File: src/rtl/hti_pkg.sv
// Shared constants for the humidity and temperature readout block
package hti_pkg;
  // Target address bytes as seen on the bus, write and read
  localparam logic [7:0] ADDR_WR = 8'h70;
  localparam logic [7:0] ADDR_RD = 8'h71;
  // Measurement trigger sequence after the write address
  localparam logic [7:0] CMD_TRIG = 8'hac;
  localparam logic [7:0] CMD_P1 = 8'h33;
  localparam logic [7:0] CMD_P2 = 8'h00;
  // Check byte parameters, polynomial x^8+x^5+x^4+1
  localparam logic [7:0] CRC_SEED = 8'hff;
  localparam logic [7:0] CRC_POLY = 8'h31;
  // Status byte layout
  localparam int ST_BUSY_BIT = 7;
  localparam int ST_MODE_HI = 6;
  localparam int ST_MODE_LO = 5;
  localparam logic [4:0] ST_LOW_RESET = 5'h00;
  // Work mode codes
  localparam logic [1:0] MODE_NORMAL = 2'h0;
  localparam logic [1:0] MODE_CYCLIC = 2'h1;
  // Frame shape
  localparam int SAMPLE_W = 20;
  localparam logic [2:0] FRAME_LAST = 3'h6;
  localparam logic [3:0] BITS_PER_BYTE = 4'h8;
  // Conversion time
  localparam int CLK_HZ = 100_000_000;
  localparam int CONV_TIME_MS = 80;
  localparam int CONV_CYCLES = CONV_TIME_MS * (CLK_HZ / 1000);
  localparam int CONV_CNT_W = 23;
  // Bus engine states
  typedef enum logic [2:0] {
    HTI_IDLE, HTI_ADDR, HTI_ACK, HTI_WR, HTI_RD, HTI_RACK
  } hti_state_t;
endpackage

File: src/rtl/hti_crc_if.sv
// Carrier between the bus engine and the check byte generator
`timescale 1ns/100ps
`default_nettype none
interface hti_crc_if;
  logic init;
  logic en;
  logic [7:0] data;
  logic [7:0] crc;
  modport calc (input init, input en, input data, output crc);
  modport user (output init, output en, output data, input crc);
endinterface
`default_nettype wire

File: src/rtl/hti_readout.sv
// Bus target, conversion timer and response frame of the sensor readout
// Overview of operation
// - First byte of every read is the status byte.
// - Humidity follows as a 20-bit unsigned sample.
// - Temperature follows humidity as a 20-bit unsigned sample.
// - Last byte is CRC8 over status, humidity and temperature.
// - Status bit 7 is 1 while converting, 0 when idle and asleep.
// - Status bits 6:5 give work mode: 00 normal, 01 cyclic, 1x host-directed.
// - CRC8 seed 0xff, polynomial x^8+x^5+x^4+1; host checks it.
// - After conversion the device sleeps until the next trigger sequence.
`timescale 1ns/100ps
`default_nettype none
module hti_readout #(
  parameter int CONV_CYC = hti_pkg::CONV_CYCLES
) (
  // Clock and reset
  input wire logic clk,
  input wire logic resetn,
  // Two-wire bus pins
  input wire logic scl_i,
  input wire logic sda_i,
  output logic sda_o,
  output logic sda_oe,
  // Measurement front end
  input wire logic [hti_pkg::SAMPLE_W-1:0] humidity_sample,
  input wire logic [hti_pkg::SAMPLE_W-1:0] temperature_sample,
  input wire logic [1:0] work_mode,
  output logic conv_start,
  output logic conv_busy
);
  import hti_pkg::*;

  ////////////////////////////////////////////////////////////////////////
  // Pin synchronisers and edge detection
  logic scl_s1_q, scl_s2_q, scl_s3_q, sda_s1_q, sda_s2_q, sda_s3_q;
  logic scl_rise, scl_fall, bus_start, bus_stop;

  // Third stage only remembers the previous settled level
  always_ff @(posedge clk or negedge resetn) begin
    if (!resetn) begin
      {scl_s1_q, scl_s2_q, scl_s3_q} <= 3'h7;
      {sda_s1_q, sda_s2_q, sda_s3_q} <= 3'h7;
    end else begin
      {scl_s1_q, scl_s2_q, scl_s3_q} <= {scl_i, scl_s1_q, scl_s2_q};
      {sda_s1_q, sda_s2_q, sda_s3_q} <= {sda_i, sda_s1_q, sda_s2_q};
    end
  end

  assign scl_rise = scl_s2_q & ~scl_s3_q;
  assign scl_fall = ~scl_s2_q & scl_s3_q;
  assign bus_start = scl_s2_q & scl_s3_q & sda_s3_q & ~sda_s2_q;
  assign bus_stop = scl_s2_q & scl_s3_q & ~sda_s3_q & sda_s2_q;

  ////////////////////////////////////////////////////////////////////////
  // Conversion timer and result holding
  logic busy_q, busy_d, start_q, start_d;
  logic [CONV_CNT_W-1:0] ccnt_q, ccnt_d;
  logic [SAMPLE_W-1:0] hum_q, hum_d, temp_q, temp_d;

  // Results only move at the end of a conversion, so early reads see old data
  always_comb begin
    busy_d = busy_q;
    ccnt_d = ccnt_q;
    hum_d = hum_q;
    temp_d = temp_q;
    if (start_q && !busy_q) begin
      busy_d = 1'b1;
      ccnt_d = CONV_CNT_W'(CONV_CYC - 1);
    end else if (busy_q) begin
      if (ccnt_q == '0) begin
        busy_d = 1'b0;
        hum_d = humidity_sample;
        temp_d = temperature_sample;
      end else begin
        ccnt_d = ccnt_q - 1'b1;
      end
    end
  end

  always_ff @(posedge clk or negedge resetn) begin
    if (!resetn) begin
      busy_q <= 1'b0;
      ccnt_q <= '0;
      hum_q <= '0;
      temp_q <= '0;
    end else begin
      busy_q <= busy_d;
      ccnt_q <= ccnt_d;
      hum_q <= hum_d;
      temp_q <= temp_d;
    end
  end

  ////////////////////////////////////////////////////////////////////////
  // Bus engine
  hti_state_t st_q, st_d;
  logic [3:0] cnt_q, cnt_d;
  logic [7:0] sh_q, sh_d, tx_q, tx_d;
  logic [2:0] idx_q, idx_d;
  logic [1:0] cmd_q, cmd_d;
  logic rd_q, rd_d, oe_q, oe_d;
  logic load;
  logic [2:0] load_idx;
  logic [7:0] byte_val, status_val, cmd_exp;
  hti_crc_if crc_bus ();

  hti_crc8 u_crc (
    .clk(clk),
    .resetn(resetn),
    .bus(crc_bus.calc)
  );

  // Status is sampled live when its byte is loaded
  assign status_val = {busy_q, work_mode, ST_LOW_RESET};

  // Frame byte selection, MSB first with a shared middle byte
  always_comb begin
    unique case (load_idx)
      3'h0: byte_val = status_val;
      3'h1: byte_val = hum_q[19:12];
      3'h2: byte_val = hum_q[11:4];
      3'h3: byte_val = {hum_q[3:0], temp_q[19:16]};
      3'h4: byte_val = temp_q[15:8];
      3'h5: byte_val = temp_q[7:0];
      default: byte_val = crc_bus.crc;
    endcase
  end

  // Expected trigger byte for the current position
  always_comb begin
    unique case (cmd_q)
      2'h0: cmd_exp = CMD_TRIG;
      2'h1: cmd_exp = CMD_P1;
      default: cmd_exp = CMD_P2;
    endcase
  end

  // Next state; data changes only after a falling clock edge
  always_comb begin
    st_d = st_q;
    cnt_d = cnt_q;
    sh_d = sh_q;
    tx_d = tx_q;
    idx_d = idx_q;
    cmd_d = cmd_q;
    rd_d = rd_q;
    oe_d = oe_q;
    start_d = 1'b0;
    load = 1'b0;
    load_idx = idx_q;
    if (bus_start) begin
      st_d = HTI_ADDR;
      cnt_d = 4'h0;
      oe_d = 1'b0;
    end else if (bus_stop) begin
      st_d = HTI_IDLE;
      oe_d = 1'b0;
    end else begin
      unique case (st_q)
        HTI_IDLE: begin
        end
        HTI_ADDR: begin
          if (scl_rise) begin
            sh_d = {sh_q[6:0], sda_s2_q};
            cnt_d = cnt_q + 1'b1;
          end else if (scl_fall && cnt_q == BITS_PER_BYTE) begin
            if (sh_q == ADDR_WR || sh_q == ADDR_RD) begin
              oe_d = 1'b1;
              rd_d = sh_q[0];
              st_d = HTI_ACK;
              idx_d = 3'h0;
              cmd_d = 2'h0;
            end else begin
              st_d = HTI_IDLE;
            end
          end
        end
        HTI_ACK: begin
          if (scl_fall) begin
            if (rd_q) begin
              load = 1'b1;
              load_idx = 3'h0;
              oe_d = ~byte_val[7];
              tx_d = {byte_val[6:0], 1'b0};
              cnt_d = 4'h1;
              st_d = HTI_RD;
            end else begin
              oe_d = 1'b0;
              cnt_d = 4'h0;
              st_d = HTI_WR;
            end
          end
        end
        HTI_WR: begin
          if (scl_rise) begin
            sh_d = {sh_q[6:0], sda_s2_q};
            cnt_d = cnt_q + 1'b1;
          end else if (scl_fall && cnt_q == BITS_PER_BYTE) begin
            oe_d = 1'b1;
            st_d = HTI_ACK;
            if (cmd_q != 2'h3) begin
              if (sh_q == cmd_exp) begin
                cmd_d = cmd_q + 1'b1;
                start_d = (cmd_q == 2'h2) && !busy_q;
              end else begin
                cmd_d = 2'h3;
              end
            end
          end
        end
        HTI_RD: begin
          if (scl_fall) begin
            if (cnt_q == BITS_PER_BYTE) begin
              oe_d = 1'b0;
              st_d = HTI_RACK;
            end else begin
              oe_d = ~tx_q[7];
              tx_d = {tx_q[6:0], 1'b0};
              cnt_d = cnt_q + 1'b1;
            end
          end
        end
        HTI_RACK: begin
          if (scl_rise && sda_s2_q) begin
            st_d = HTI_IDLE;
          end else if (scl_fall) begin
            idx_d = (idx_q == FRAME_LAST) ? idx_q : idx_q + 1'b1;
            load = 1'b1;
            load_idx = idx_d;
            oe_d = ~byte_val[7];
            tx_d = {byte_val[6:0], 1'b0};
            cnt_d = 4'h1;
            st_d = HTI_RD;
          end
        end
      endcase
    end
  end

  // Check byte is fed the six data bytes; a fresh read reseeds it
  assign crc_bus.init = load && (load_idx == 3'h0);
  assign crc_bus.en = load && (load_idx < FRAME_LAST) && (load_idx != 3'h0);
  assign crc_bus.data = byte_val;

  always_ff @(posedge clk or negedge resetn) begin
    if (!resetn) begin
      st_q <= HTI_IDLE;
      cnt_q <= 4'h0;
      sh_q <= 8'h00;
      tx_q <= 8'h00;
      idx_q <= 3'h0;
      cmd_q <= 2'h3;
      rd_q <= 1'b0;
      oe_q <= 1'b0;
      start_q <= 1'b0;
    end else begin
      st_q <= st_d;
      cnt_q <= cnt_d;
      sh_q <= sh_d;
      tx_q <= tx_d;
      idx_q <= idx_d;
      cmd_q <= cmd_d;
      rd_q <= rd_d;
      oe_q <= oe_d;
      start_q <= start_d;
    end
  end

  // Open-drain: only ever pull low
  assign sda_o = 1'b0;
  assign sda_oe = oe_q;
  assign conv_start = start_q;
  assign conv_busy = busy_q;

  ////////////////////////////////////////////////////////////////////////
  // Checks
  a_trigger_sets_busy: assert property (@(posedge clk) disable iff (!resetn)
    start_q && !busy_q |=> busy_q [*8]) else $error("busy did not follow trigger");
  a_sleep_holds: assert property (@(posedge clk) disable iff (!resetn)
    !busy_q && !start_q |=> !busy_q) else $error("woke without trigger");
  a_hum_latch: assert property (@(posedge clk) disable iff (!resetn)
    $fell(busy_q) |-> hum_q == $past(humidity_sample)) else $error("humidity not latched");
  a_temp_latch: assert property (@(posedge clk) disable iff (!resetn)
    $fell(busy_q) |-> temp_q == $past(temperature_sample)) else $error("temp not latched");
  a_status_first: assert property (@(posedge clk) disable iff (!resetn)
    load && load_idx == 3'h0 |-> byte_val[7] == busy_q && byte_val[6:5] == work_mode)
    else $error("status byte wrong");
  a_crc_last: assert property (@(posedge clk) disable iff (!resetn)
    load && load_idx == FRAME_LAST |-> byte_val == crc_bus.crc) else $error("crc byte wrong");
  a_shared_byte: assert property (@(posedge clk) disable iff (!resetn)
    load && load_idx == 3'h3 |-> byte_val == {hum_q[3:0], temp_q[19:16]})
    else $error("shared byte wrong");
  a_read_addr_ack: assert property (@(posedge clk) disable iff (!resetn)
    st_q == HTI_ADDR && scl_fall && cnt_q == BITS_PER_BYTE && sh_q == ADDR_RD && !bus_stop
    |=> sda_oe && st_q == HTI_ACK) else $error("read address not acked");
  a_cmd_trigger: assert property (@(posedge clk) disable iff (!resetn)
    st_q == HTI_WR && scl_fall && cnt_q == BITS_PER_BYTE && cmd_q == 2'h2 && sh_q == CMD_P2
    && !busy_q && !bus_start && !bus_stop |=> conv_start ##1 conv_busy)
    else $error("trigger not started");
endmodule // hti_readout
`default_nettype wire

File: src/rtl/hti_crc8.sv
// Byte-wise CRC8 generator for the response frame
`timescale 1ns/100ps
`default_nettype none
module hti_crc8 (
  // Clock and reset
  input wire logic clk,
  input wire logic resetn,
  // Frame byte stream
  hti_crc_if.calc bus
);
  import hti_pkg::*;

  logic [7:0] crc_q;
  logic [7:0] crc_d;

  // One byte step, MSB first
  function automatic logic [7:0] step(input logic [7:0] c, input logic [7:0] d);
    logic [7:0] r;
    r = c;
    for (int i = 7; i >= 0; i--) begin
      if (r[7] ^ d[i]) begin
        r = {r[6:0], 1'b0} ^ CRC_POLY;
      end else begin
        r = {r[6:0], 1'b0};
      end
    end
    return r;
  endfunction

  // Init restarts from the seed so each read frame stands alone
  always_comb begin
    crc_d = crc_q;
    if (bus.init) begin
      crc_d = step(CRC_SEED, bus.data);
    end else if (bus.en) begin
      crc_d = step(crc_q, bus.data);
    end
  end

  always_ff @(posedge clk or negedge resetn) begin
    if (!resetn) begin
      crc_q <= CRC_SEED;
    end else begin
      crc_q <= crc_d;
    end
  end

  assign bus.crc = crc_q;
endmodule // hti_crc8
`default_nettype wire

File: config.mk
export PLATFORM = sky130hd
export DESIGN_NAME = hti_readout
export DESIGN_NICKNAME = d
export VERILOG_FILES = /design/src/rtl/hti_pkg.sv /design/src/rtl/hti_crc_if.sv /design/src/rtl/hti_readout.sv /design/src/rtl/hti_crc8.sv
export SDC_FILE = /design/constraint.sdc
export NUM_CORES = 1
export LEC_CHECK = 0
export ABC_AREA = 0
export BUFFER_PORTS_ARGS = -buffer_cell sky130_fd_sc_hd__buf_4
export CAP_MARGIN = 20
export CORE_ASPECT_RATIO = 1.1
export CORE_MARGIN = 2
export CORE_UTILIZATION = 55
export CTS_CLUSTER_DIAMETER = 30
export CTS_CLUSTER_SIZE = 40
export DETAILED_ROUTE_END_ITERATION = 8
export PLACE_DENSITY = 0.74
export RECOVER_POWER = 50
export SLEW_MARGIN = 20
export SYNTH_ARGS = -nofsm -noshare
export SYNTH_HDL_FRONTEND = slang
export SYNTH_SLANG_ARGS = --single-unit
export TNS_END_PERCENT = 10
File: constraint.sdc
create_clock -name clk -period 5.3 [get_ports clk]
set_clock_uncertainty 0.2 [all_clocks]
set_input_delay 1.06 -clock clk [delete_from_list [all_inputs] [get_ports clk]]
set_output_delay 1.06 -clock clk [all_outputs]
set_load 0.01 [all_outputs]
==> key figures <==
Floorplanning
  • Die outline height: 117 um
  • Initial core utilization: 56.0%
  • Die area: approximately 0.012 mm^2
  • Row count: just over 40
  • Ports: 50
  • Core Area: ~0.011 mm^2
  • Die X: 107 um

GRT
  • GR Overflow Total: 0
  • First-pass GRT wire length: about 24000 um
  • Vias in the first global route: approximately 5000
  • Pin count of the biggest net entering global routing: 75
  • Tot GR Track Use: a little under a quarter
  • Antenna violations before repair: 0

Timing
  • Unrepaired setup endpoints after global routing: false
  • Fin. max-slew vios: 36
  • Slew margin rel.: -27.9%
  • Setup TNS: 0 ns
  • Peak Freq: 0.225 GHz
  • Final hold slack: ~0.16 ns
  • Tmin final: roughly 4.4 ns
  • Worst Max-Slew Pin Slew: approximately 1.9 ns
  • Hold Fails Final Rpt: 0
  • Final period util: 83.8%
  • # setup viols final: 0

Worst setup path
  • CP endpoint kind: register
  • Delay-heaviest family, CP: compound AO/OA/AOI/OAI gates
  • CP required: about 5.4 ns
  • Critical Path Source Type: register
  • Critical setup path kind: reg2reg
  • CP startpoint: idx_q[0]
  • Slowest stage cell, crit path: o221ai_1
  • Crit path DAT: 4.52 ns
  • CP Cell Sequence: clkinv_1 -> ha_1 -> nand3b_1 -> o21a_1 -> o21ai_2 -> a31oi_1 -> o221ai_1 -> mux2_2 -> a32o_1 -> nor4_1 -> a311oi_1 -> a31oi_1
  • CP max stage delay: ~0.59 ns
  • Worst Path Max Fanout: 18
  • Most used cell, CP: a31oi_1
  • CP Buf/Inv Count: 1
  • RR Startpoint: idx_q[0]

CTS
  • Max Buffers Root-to-Sink: 2
  • Clk sink count: between 100 and 150
  • Skew-Pair Late Insertion Delay: between 0.3 and 0.4 ns
  • CTS tree: yes
  • Post-CTS setup buffers: 0
  • CTS buffer count: 9
  • Clock Root Buffer: clkbuf_16
  • H-Tree Depth: 3
  • # hold bufs at CTS: 0
  • Cts repair resizes: 0
  • Clock transition at path regs: ~0.070 ns

Synth
  • Register area share after synthesis: a little over two fifths
  • Synth Net Count: 702
  • Top cells by count, synth: dfrtp_1, nand2_1, nor2_1
  • Syn. warnings: 0
  • Synth Register Bits: 108
  • Area leader, netlist: dfrtp_1
  • Cell Area, Synth: around 0.0064 mm^2
  • Avg Synthesized Cell Area: 9.88 um^2
  • Synth unique cells: between 80 and 90
  • Most common cell in the netlist: dfrtp_1
  • EDFF count, synth: 0
  • Prevailing post-synth register cell: dfrtp_1
  • Synth Instances: between 600 and 700
  • Main area contributors after synthesis: dfrtp_1, mux2_2, dfstp_2
  • Post-synth ARST share: between 90% and 100%
  • Share of the synthesized area in the top cell type: 36.1%

Layout
  • Multi-input logic area: ~0.0034 mm^2
  • Post-route cell area: ~0.0071 mm^2
  • Layout cells sized above 1: 24.9%
  • Register area: 0.00272 mm^2
  • Final net count: 734
  • # diodes: 0
  • Layout area overhead: 11.4%
  • Final design utilization: between 60% and 70%
  • Filler cells: about 950

Placement
  • Post-placement cell area: 0.00680 mm^2
  • Routability cong.: between 1 and 1.5
  • Post-DP HPWL: slightly above 10000 um
  • Input/output buffers: 48

Min path
  • Hold_sp: scl_s1_q
  • Hold Crit Class: reg2reg

Pwr
  • Pleak: 3.11 nW
  • Pwr/cell area: 242 mW/mm^2
  • Worst IR drop on VDD: around 0.28 mV

Drt
  • Routed Wire Length: between 10000 and 15000 um
  • Wire per inst: approximately 17 um
  • Vias per cell: 6.08
  • DR pass1 iterations: 5
  • Final ANT Viol Nets: 0
  • DRC violations left: 0
  • DR iter-0 viols: 305
  • Vias post-DR: slightly above 5000

Outcome
  • Violated checks: max-capacitance violations, max-slew violations
  • Status: finished, violations left

Run
  • Max_cap viols: 1
## area by class of cell
class,count,area share [%]
tap,150,2.64
multi-input combinational,487,48.2
inverter,18,0.952
clock buffer,12,3.61
timing repair buffer,53,5.44
sequential,108,38.3
clock inverter,4,0.775
## power by group
group          switching [mW]  internal [mW]
Clock                   0.304          0.395
Sequential             0.0294          0.855
Combinational          0.0697         0.0666
Total                   0.403           1.32
## worst paths after layout
check,to,slack (ns),cells past startpoint
worst max-delay path,u_crc.bus.crc[6],0.86,12
worst min-delay path,scl_s2_q,0.16,0
worst min register to register,scl_s2_q,0.16,0
max in group asynchronous,hum_q[5],2.01,2
min in group asynchronous,sh_q[6],0.61,1
worst max register to register,u_crc.bus.crc[6],0.86,12
## kinds of logic after synthesis
kind of cell	count (synthesis)	synth area share (%)
flops	108	42.7
buf+inv	50	3.59
simple gates	216	16.5
fa+ha+maj	11	2.16
mux	70	12.5
other cells	1	0.0588
compound gates	159	17.9
xor+xnor	30	4.48
## metal layers
metal / GRT usage (%) / share of wire (%) / vias up
met5: 0 / 0 / -
met4: 10.2 / 2.6 / 0
met3: 4.93 / 4.8 / 36
met2: 38.6 / 48 / 154
met1: 31.9 / 45 / 2452
li1: - / - / 2419
## cells in the final DEF (no fill, tap or decap), drive strengths merged, types with 6 or more instances in the layout
master / n
o221ai: 8
clkbuf: 17
nand4: 7
nand3: 16
inv: 18
o22ai: 7
dfstp: 16
a221oi: 6
o211ai: 9
mux2i: 13
xor2: 10
dfrtp: 92
or2: 6
a21oi: 35
nor2: 58
nand2b: 6
a31oi: 10
a21o: 6
nor4: 7
nand2: 66
mux2: 56
xnor2: 20
nor3: 15
buf: 48
ha: 11
o31ai: 7
o21ai: 34
## metrics by stage
step	setup slack, ns	total power, mW	cells
final	0.860	1.72	832
after global routing	0.485	1.79	832
after CTS	0.891	1.74	832
after detailed placement	0.904	1.04	816
after global placement	1.06	1.03	816
after floorplan	1.80	0.968	645
## sequential cells by signal, indices dropped and copies added, names as in the netlist, 2 cells and up
signal         flops
ccnt_q            23
cmd_q              2
cnt_q              4
hum_q             20
idx_q              3
sh_q               8
st_q               3
temp_q            20
tx_q               7
u_crc.bus.crc      8
Note: power is estimated with default switching activity, not from simulation.
